[config.mk]
export PLATFORM = sky130hd
export DESIGN_NAME = sdicg_top
export DESIGN_NICKNAME = d
export VERILOG_FILES = /design/src/verilog/sdicg_pkg.sv /design/src/verilog/sdicg_lines_if.sv /design/src/verilog/sdicg_lines.sv /design/src/verilog/sdicg_top.sv
export VERILOG_INCLUDE_DIRS = /design/src /design/src/verilog
export SDC_FILE = /design/constraint.sdc
export NUM_CORES = 1
export LEC_CHECK = 0
export ABC_CLOCK_PERIOD_IN_PS = 7900
export BUFFER_PORTS_ARGS = -buffer_cell sky130_fd_sc_hd__buf_4
export CORE_UTILIZATION = 35
export DETAILED_ROUTE_END_ITERATION = 16
export PLACE_DENSITY = 0.61
export SYNTH_ARGS = -nofsm -noshare
export SYNTH_HDL_FRONTEND = slang
export SYNTH_SLANG_ARGS = --single-unit
[constraint.sdc]
create_clock -name clk -period 7.9 [get_ports clk]
set_input_delay 0.79 -clock clk [delete_from_list [all_inputs] [get_ports clk]]
set_output_delay 0.79 -clock clk [all_outputs]
set_load 0.1 [all_outputs]
[src/verilog/sdicg_consts.svh]
// Constants of the checkfield generator: line numbers, sample codes.
// Assumes a 50 MHz sample clock and upstream line/word timing.
//
// Summary of operation
// Pattern only inside active picture lines.
// Upper part of each field repeats chroma 192, luma 102.
// Lower part of each field repeats chroma 128, luma 68.
// Last equalizer line chosen inside permitted window.
// Switchover line identical every frame and field; the code reloads switch_sel at each frame start.
// Every other frame, first luma becomes 100.
// Chroma/luma ordering in pairs may be swapped.
// Swapped ordering makes polarity word 128.
// Equalizer pattern starts on first active line.
// PLL pattern runs to last active line.
// Switchover is a selectable window of lines.
// Equalizer codes are 0x300 and 0x198.
// Words run Cb, Y, Cr, Y; 3840 words.
`ifndef SDICG_CONSTS_SVH
`define SDICG_CONSTS_SVH
// ============================================================
// Sample codes
`define SDICG_EQ_C 10'h300
`define SDICG_EQ_Y 10'h198
`define SDICG_PLL_C 10'h200
`define SDICG_PLL_Y 10'h110
`define SDICG_POL_Y 10'h190
`define SDICG_POL_SWAP 10'h200
`define SDICG_BLANK 10'h000
// ============================================================
// Line timing
`define SDICG_WORDS 12'hF00
`define SDICG_LEG_F1 11'h029
`define SDICG_LEG_E1 11'h127
`define SDICG_LEG_L1 11'h22D
`define SDICG_LEG_F2 11'h25B
`define SDICG_LEG_E2 11'h35A
`define SDICG_LEG_L2 11'h460
`define SDICG_LEG_SPAN 3'h7
`define SDICG_625_F1 11'h02D
`define SDICG_625_E1 11'h149
`define SDICG_625_L1 11'h26C
`define SDICG_625_F2 11'h29E
`define SDICG_625_E2 11'h3BA
`define SDICG_625_L2 11'h4DD
`define SDICG_625_SPAN 3'h6
`define SDICG_CIFI_F1 11'h015
`define SDICG_CIFI_E1 11'h11F
`define SDICG_CIFI_L1 11'h230
`define SDICG_CIFI_F2 11'h248
`define SDICG_CIFI_E2 11'h352
`define SDICG_CIFI_L2 11'h463
`define SDICG_CIFI_SPAN 3'h6
`define SDICG_CIFP_F1 11'h02A
`define SDICG_CIFP_E1 11'h242
`define SDICG_CIFP_L1 11'h461
`define SDICG_CIFP_SPAN 3'h7
`endif

[src/verilog/sdicg_pkg.sv]
// Types shared by the checkfield generator modules.
// Assumes nothing beyond the constants header.
package sdicg_pkg;
   typedef enum logic [1:0] {
      SDICG_LEG = 2'h0,
      SDICG_625 = 2'h1,
      SDICG_CIFI = 2'h2,
      SDICG_CIFP = 2'h3
   } sdicg_sys_e;
   typedef enum logic [1:0] {
      RG_BLANK = 2'h0,
      RG_EQ = 2'h1,
      RG_PLL = 2'h3
   } sdicg_region_e;
   typedef logic [10:0] sdicg_line_t;
endpackage

[src/verilog/sdicg_lines_if.sv]
// Line classification carried between generator and line lookup.
// Assumes one clock domain; purely combinational signals.
`timescale 1ns/100ps
interface sdicg_lines_if;
   import sdicg_pkg::*;
   sdicg_sys_e sys;
   logic [2:0] sel;
   sdicg_line_t line;
   logic active;
   logic eq;
   logic first_line;
   modport gen (output sys, sel, line, input active, eq, first_line);
   modport lookup (input sys, sel, line, output active, eq, first_line);
endinterface

[src/verilog/sdicg_lines.sv]
// Line lookup: active picture bounds and switchover line per system.
// Assumes line numbers counted from 1 as on the link.
`timescale 1ns/100ps
`include "sdicg_consts.svh"
module sdicg_lines
   import sdicg_pkg::*;
(
   sdicg_lines_if.lookup lk
);
   sdicg_line_t f1, e1, l1, f2, e2, l2, sw1, sw2;
   logic [2:0] span, off;
   logic two;
   always_comb begin
      two = 1'b1;
      f2 = '0;
      e2 = '0;
      l2 = '0;
      case (lk.sys)
         SDICG_LEG: begin
            f1 = `SDICG_LEG_F1; e1 = `SDICG_LEG_E1; l1 = `SDICG_LEG_L1;
            f2 = `SDICG_LEG_F2; e2 = `SDICG_LEG_E2; l2 = `SDICG_LEG_L2;
            span = `SDICG_LEG_SPAN;
         end
         SDICG_625: begin
            f1 = `SDICG_625_F1; e1 = `SDICG_625_E1; l1 = `SDICG_625_L1;
            f2 = `SDICG_625_F2; e2 = `SDICG_625_E2; l2 = `SDICG_625_L2;
            span = `SDICG_625_SPAN;
         end
         SDICG_CIFI: begin
            f1 = `SDICG_CIFI_F1; e1 = `SDICG_CIFI_E1; l1 = `SDICG_CIFI_L1;
            f2 = `SDICG_CIFI_F2; e2 = `SDICG_CIFI_E2; l2 = `SDICG_CIFI_L2;
            span = `SDICG_CIFI_SPAN;
         end
         default: begin
            f1 = `SDICG_CIFP_F1; e1 = `SDICG_CIFP_E1; l1 = `SDICG_CIFP_L1;
            span = `SDICG_CIFP_SPAN;
            two = 1'b0;
         end
      endcase
      // Clamp the chosen offset into the permitted window
      off = (lk.sel > span) ? span : lk.sel;
      sw1 = e1 + sdicg_line_t'(off);
      sw2 = e2 + sdicg_line_t'(off);
   end
   logic in1, in2;
   assign in1 = (lk.line >= f1) && (lk.line <= l1);
   assign in2 = two && (lk.line >= f2) && (lk.line <= l2);
   assign lk.active = in1 || in2;
   assign lk.eq = (in1 && (lk.line <= sw1)) || (in2 && (lk.line <= sw2));
   assign lk.first_line = (lk.line == f1);
endmodule

[src/verilog/sdicg_top.sv]
// Checkfield generator: fills the active picture with the equalizer
// and PLL stress patterns and inserts the polarity control word.
// Assumes upstream timing gives line number and word index; the
// serializer and scrambler sit downstream.
`timescale 1ns/100ps
`include "sdicg_consts.svh"
module sdicg_top
   import sdicg_pkg::*;
(
   input wire logic clk,
   input wire logic rst_n,
   input wire logic [1:0] sys_sel,
   input wire logic swap_order,
   input wire logic [2:0] switch_sel,
   input wire logic [10:0] line_num,
   input wire logic [11:0] word_num,
   input wire logic word_valid,
   output logic [9:0] data_q,
   output logic valid_q,
   output logic eq_q,
   output logic pol_q,
   output logic frame_odd_q
);
   // ============================================================
   // Configuration, held for a whole frame
   sdicg_sys_e sys_q;
   logic swap_q;
   logic [2:0] sel_q;
   logic frame_start;
   sdicg_lines_if lk ();
   sdicg_lines u_lines (
      .lk(lk)
   );
   assign lk.sys = sys_q;
   assign lk.sel = sel_q;
   assign lk.line = line_num;
   assign frame_start = word_valid && lk.first_line && (word_num == 12'h000);

   always_ff @(posedge clk) begin
      if (!rst_n) begin
         sys_q <= SDICG_LEG;
         swap_q <= 1'b0;
         sel_q <= 3'h0;
      end else if (frame_start) begin
         // Switchover only moves on a frame boundary
         sys_q <= sdicg_sys_e'(sys_sel);
         swap_q <= swap_order;
         sel_q <= switch_sel;
      end
   end

   // ============================================================
   // Frame parity for the polarity control word
   always_ff @(posedge clk) begin
      if (!rst_n) begin
         frame_odd_q <= 1'b0;
      end else if (frame_start) begin
         frame_odd_q <= ~frame_odd_q;
      end
   end

   // ============================================================
   // Word selection
   sdicg_region_e region;
   logic in_word, is_luma, pol_hit;
   logic [9:0] c_val, y_val, data_d;
   assign in_word = word_valid && lk.active && (word_num < `SDICG_WORDS);
   assign region = !in_word ? RG_BLANK : (lk.eq ? RG_EQ : RG_PLL);
   assign is_luma = word_num[0];
   assign pol_hit = in_word && lk.first_line && frame_odd_q &&
      (word_num == 12'h001);

   always_comb begin
      c_val = `SDICG_BLANK;
      y_val = `SDICG_BLANK;
      data_d = `SDICG_BLANK;
      case (region)
         RG_EQ: begin
            c_val = `SDICG_EQ_C;
            y_val = `SDICG_EQ_Y;
         end
         RG_PLL: begin
            c_val = `SDICG_PLL_C;
            y_val = `SDICG_PLL_Y;
         end
         default: begin
            c_val = `SDICG_BLANK;
            y_val = `SDICG_BLANK;
         end
      endcase
      if (region != RG_BLANK) begin
         // Swapped order puts the luma value in chroma slots
         data_d = (is_luma ^ swap_q) ? y_val : c_val;
      end
      if (pol_hit) begin
         data_d = swap_q ? `SDICG_POL_SWAP : `SDICG_POL_Y;
      end
   end

   // ============================================================
   // Output registers
   always_ff @(posedge clk) begin
      if (!rst_n) begin
         data_q <= `SDICG_BLANK;
         valid_q <= 1'b0;
         eq_q <= 1'b0;
         pol_q <= 1'b0;
      end else begin
         data_q <= data_d;
         valid_q <= in_word;
         eq_q <= (region == RG_EQ);
         pol_q <= pol_hit;
      end
   end

   // ============================================================
   // Checks
   property p_confine;
      @(posedge clk) disable iff (!rst_n)
      !lk.active |=> !valid_q && (data_q == `SDICG_BLANK);
   endproperty
   a_confine: assert property (p_confine)
      else $error("pattern outside active picture");

   property p_eq_words;
      @(posedge clk) disable iff (!rst_n)
      in_word && lk.eq && !swap_q && !pol_hit |=>
         data_q == ($past(word_num[0]) ? 10'h198 : 10'h300);
   endproperty
   a_eq_words: assert property (p_eq_words)
      else $error("equalizer word wrong");

   property p_pll_words;
      @(posedge clk) disable iff (!rst_n)
      in_word && !lk.eq && !swap_q |=>
         data_q == ($past(word_num[0]) ? 10'h110 : 10'h200);
   endproperty
   a_pll_words: assert property (p_pll_words)
      else $error("PLL word wrong");

   property p_window;
      @(posedge clk) disable iff (!rst_n)
      sys_q == SDICG_LEG |->
         ((line_num == 11'h127) -> lk.eq) && ((line_num == 11'h12F) -> !lk.eq) &&
         ((line_num == 11'h35A) -> lk.eq) && ((line_num == 11'h362) -> !lk.eq);
   endproperty
   a_window: assert property (p_window)
      else $error("switchover outside window");

   property p_stable_cfg;
      @(posedge clk) disable iff (!rst_n)
      !frame_start |=> $stable(sel_q) && $stable(sys_q);
   endproperty
   a_stable_cfg: assert property (p_stable_cfg)
      else $error("switchover moved mid frame");

   property p_pol;
      @(posedge clk) disable iff (!rst_n)
      in_word && lk.first_line && word_num == 12'h001 && !swap_q |=>
         data_q == (frame_odd_q ? 10'h190 : 10'h198);
   endproperty
   a_pol: assert property (p_pol)
      else $error("polarity word wrong");

   property p_swap;
      @(posedge clk) disable iff (!rst_n)
      in_word && lk.eq && swap_q && !word_num[0] |=> data_q == 10'h198;
   endproperty
   a_swap: assert property (p_swap)
      else $error("swapped order wrong");

   property p_pol_swap;
      @(posedge clk) disable iff (!rst_n)
      pol_hit && swap_q |=> data_q == 10'h200 && pol_q;
   endproperty
   a_pol_swap: assert property (p_pol_swap)
      else $error("swapped polarity word wrong");

   property p_first;
      @(posedge clk) disable iff (!rst_n)
      sys_q == SDICG_LEG |->
         ((line_num == 11'h029) -> (lk.active && lk.eq)) &&
         ((line_num == 11'h028) -> !lk.active) &&
         ((line_num == 11'h25B) -> lk.eq);
   endproperty
   a_first: assert property (p_first)
      else $error("equalizer start line wrong");

   property p_last;
      @(posedge clk) disable iff (!rst_n)
      sys_q == SDICG_LEG |->
         ((line_num == 11'h22D) -> (lk.active && !lk.eq)) &&
         ((line_num == 11'h460) -> (lk.active && !lk.eq)) &&
         ((line_num == 11'h461) -> !lk.active);
   endproperty
   a_last: assert property (p_last)
      else $error("PLL end line wrong");

   property p_last_prog;
      @(posedge clk) disable iff (!rst_n)
      sys_q == SDICG_CIFP |->
         ((line_num == 11'h461) -> (lk.active && !lk.eq)) &&
         ((line_num == 11'h462) -> !lk.active);
   endproperty
   a_last_prog: assert property (p_last_prog)
      else $error("progressive end line wrong");

   property p_sel_effect;
      @(posedge clk) disable iff (!rst_n)
      sys_q == SDICG_625 && line_num == 11'h149 + 11'(sel_q) && sel_q <= 3'h6 |->
         lk.eq;
   endproperty
   a_sel_effect: assert property (p_sel_effect)
      else $error("chosen switchover line ignored");

   property p_luma_code;
      @(posedge clk) disable iff (!rst_n)
      in_word && lk.eq && word_num[0] && !swap_q && !pol_hit |=>
         data_q == 10'h198 && valid_q && eq_q;
   endproperty
   a_luma_code: assert property (p_luma_code)
      else $error("equalizer luma code wrong");

   property p_word_count;
      @(posedge clk) disable iff (!rst_n)
      word_valid && word_num >= 12'hF00 |=> !valid_q;
   endproperty
   a_word_count: assert property (p_word_count)
      else $error("word beyond active line");
endmodule

==> metrics.txt <==
width of the die between 80 and 90 um; Worst-Skew Late Latency ~0.25 ns; switching part of the total 36.1%; outcome completed; top cells by area in the synthesized netlist sky130_fd_sc_hd__ha_1 (34%), sky130_fd_sc_hd__dfxtp_1 (14%), sky130_fd_sc_hd__a21oi_1 (4.2%); initial core utilization 36.3%; layout cell share with drive strength beyond 1 17.6%; internal reg-to-reg setup slack 3.52 ns; number of antenna violations at the first check in global routing 0; worst hold path type flip-flop to flip-flop; ratio of final minimum period to clock period 55.4%; VDD IR max between 50 and 60 uV; estimated wirelength of the detail-placed design ~4700 um; port buffer count 40; type of origin of the critical path flip-flop; number of rows in the core area 28; Vias/cell 5.26; Die H 80.4 um; final cell count without fillers 376; max-cap check violation count 0; # hold bufs at CTS 0; Clock Tree Root sky130_fd_sc_hd__clkbuf_8; average cell area after synthesis 8.27 sq um; headroom to the max-slew limit 49.0%; final number of setup-violating endpoints 0; setup repair after global routing missed its margin false; cell taking the most area after synthesis sky130_fd_sc_hd__ha_1; upper clock frequency limit 228 MHz; number of cells produced by synthesis 260; worst path arrival time roughly 4.5 ns; Switching Power between 0.00008 and 0.00009 W; core box area 5920 sq um; clock buffer count from CTS 3; top_reg_cell synth sky130_fd_sc_hd__dfxtp_1; proportion of netlist area held by the largest area contributor 33.7%; Worst Skew 0.00241 ns; total overflow reported by the global router 0; Synth Cell Area 2150 sq um; share of synthesized registers carrying an async set or reset 0%; iteration-0 DRC count of the detailed router just over 90; critical register-to-register path startpoint lk.sys[0]; total global-route track usage 18.1%; H-tree depth 1; number of distinct library cells after synthesis 49; Clk pwr share 28.4%; post-layout minimum cycle time 4.38 ns; wire length of the first global-routing pass 9040 um; count of yosys warnings during synthesis 0; data required time at the worst endpoint 8.06 ns; CTS tree done; launching element of the worst setup path lk.sys[0]; io pins 46; commonest cells in the synthesized netlist sky130_fd_sc_hd__ha_1 (58), sky130_fd_sc_hd__nor2_1 (22), sky130_fd_sc_hd__inv_1 (21); maximum clock path buffer count 2; number of max-slew violations in the final report 0; final RePlAce weighted congestion 0.902; Synth Register Bits 15; remaining antenna violation count 0; Clock Sink Count 15; number of gates given a new drive strength after cts 0; wire per inst 14.9 um; hold violation count in the final report 0; sequential power share between 30% and 40%; setup total negative slack 0 ns; share of power burned in combinational logic 36.6%; Crit Path Class flip-flop to flip-flop; number of global-route vias before repair roughly 1900; ANT cells 0; total length of routed wires 5600 um; length in cells of the worst reg-to-reg path 19; DRC violations left 0; Nets ~390; category of the worst setup path capture point flip-flop; first drt pass iteration count 4; worst slew pin tran 0.763 ns; setup bufs post-CTS 0; signed area change from the synthesized netlist to the final layout 19.1%; most used standard cell by instance count after synthesis sky130_fd_sc_hd__ha_1; cell-internal power around 0.00014 W; placed insts between 300 and 400; pin count of the biggest net entering global routing 9; overall die area 6460 sq um; areal power density over the cells 86.6 nW/um^2; worst reg2reg endpoint data_q[8]; clock-pin slew on the worst setup and hold paths 0.06 ns; static leakage power 1.18 nW; number of synthesized flops with an enable pin 0; number of cells traversed by the worst hold path 2; via count of the routed design 1979; sequential share of the synthesized area 14.0%; Critical path destination data_q[8]; Critical Path Fanout Max 8
-- layout make-up --
type	count	area, sq um
Clock buffer	4	45.0
Fill cell	615	3360
Inverter	21	78.8
Multi-Input combinational cell	220	1740
Sequential cell	15	300
Tap cell	75	93.8
Timing Repair Buffer	41	308
-- flip-flops by register name (all words and copies together), names as in the netlist --
| signal | cells |
|---|---|
| valid_q | 1 |
| frame_odd_q | 1 |
| swap_q | 1 |
| eq_q | 1 |
| lk.sel | 3 |
| data_q | 5 |
| pol_q | 1 |
| lk.sys | 2 |
-- worst max-delay path, stage by stage, from the launching register on --
cell	delay (ns)
sky130_fd_sc_hd__dfxtp_1	0.46
sky130_fd_sc_hd__inv_1	0.16
sky130_fd_sc_hd__ha_1	0.38
sky130_fd_sc_hd__inv_1	0.17
sky130_fd_sc_hd__ha_1	0.26
sky130_fd_sc_hd__nor3_1	0.23
sky130_fd_sc_hd__a21oi_1	0.13
sky130_fd_sc_hd__ha_1	0.24
sky130_fd_sc_hd__fa_1	0.43
sky130_fd_sc_hd__a21oi_1	0.16
sky130_fd_sc_hd__nor2_1	0.07
sky130_fd_sc_hd__xnor2_1	0.13
sky130_fd_sc_hd__ha_1	0.29
sky130_fd_sc_hd__a211oi_1	0.21
sky130_fd_sc_hd__nor2_1	0.07
sky130_fd_sc_hd__nor3_1	0.12
sky130_fd_sc_hd__nor2_1	0.07
sky130_fd_sc_hd__nor3_1	0.26
sky130_fd_sc_hd__nor2_1	0.15
sky130_fd_sc_hd__a221oi_1	0.28
-- layout by cell type (no fill, tap or decap), drive strengths merged, types with 2 or more instances in the layout --
| cell | count |
|---|---|
| nor4 | 3 |
| nand3b | 2 |
| a211oi | 4 |
| nor2 | 22 |
| o21ai | 12 |
| or4b | 2 |
| mux2i | 6 |
| conb | 5 |
| or4 | 2 |
| buf | 41 |
| nor4b | 4 |
| xor2 | 3 |
| xnor2 | 5 |
| inv | 21 |
| nand4 | 10 |
| ha | 58 |
| a21oi | 18 |
| nand3 | 2 |
| dfxtp | 15 |
| and3 | 2 |
| nand2 | 18 |
| a21o | 4 |
| nor2b | 12 |
| clkbuf | 4 |
| nor3 | 9 |
-- power by group through the flow --
stage | combinational, W | sequential [W] | clock [W]
after global routing | 0.0000881 | 0.0000778 | 0.0000664
after CTS | 0.0000811 | 0.0000777 | 0.0000635
after global placement | 0.0000805 | 0.0000794 | 0
after floorplan | 0.0000417 | 0.0000908 | 0
final | 0.0000812 | 0.0000777 | 0.0000631
after detailed placement | 0.0000808 | 0.0000793 | 0
-- metrics by stage --
stage	power (W)	util [%]	worst slack [ns]	hold slack, ns	instance area (sq um)
after global placement	0.000160	42.5	3.65	0.522	2520
final	0.000222	43.3	3.52	0.547	2560
after floorplan	0.000133	-	3.93	0.496	2170
after CTS	0.000222	43.3	3.49	0.542	2560
after detailed placement	0.000160	42.5	3.50	0.530	2520
after global routing	0.000232	43.3	3.04	0.580	2560
-- metal layers --
| layer | vias to the layer above | track usage (%) | routed length [um] | share of wire (%) |
|---|---|---|---|---|
| met2 | 45 | 32.9 | 2790 | 50 |
| met5 | - | 0 | 0 | 0 |
| met1 | 914 | 22.8 | 2560 | 46 |
| met4 | 0 | 2.50 | 43 | 0.77 |
| met3 | 6 | 2.39 | 210 | 3.7 |
| li1 | 1014 | - | - | - |
-- worst min-delay path by stage --
| stage | startpoint | endpoint | slack [ns] |
|---|---|---|---|
| 2_1_floorplan | swap_q | data_q[9] | 0.50 |
| 3_3_place_gp | swap_q | data_q[8] | 0.52 |
| 3_5_place_dp | swap_q | data_q[9] | 0.53 |
| 4_1_cts | swap_q | data_q[9] | 0.54 |
| 5_1_grt | swap_q | data_q[8] | 0.58 |
| 6_report | swap_q | data_q[9] | 0.55 |
-- cells by family after synthesis --
family | count (synthesis) | synth area share [%]
buffers and inverters | 29 | 5.99
flip-flops | 15 | 14.0
multiplexers | 7 | 3.32
AND/OR/NAND/NOR | 94 | 24.9
AO/OA/AOI/OAI | 47 | 13.7
adder cells (fa/ha/maj) | 59 | 34.7
XOR/XNOR | 8 | 3.26
other | 1 | 0.174
Power figures use the tool's default switching activity.
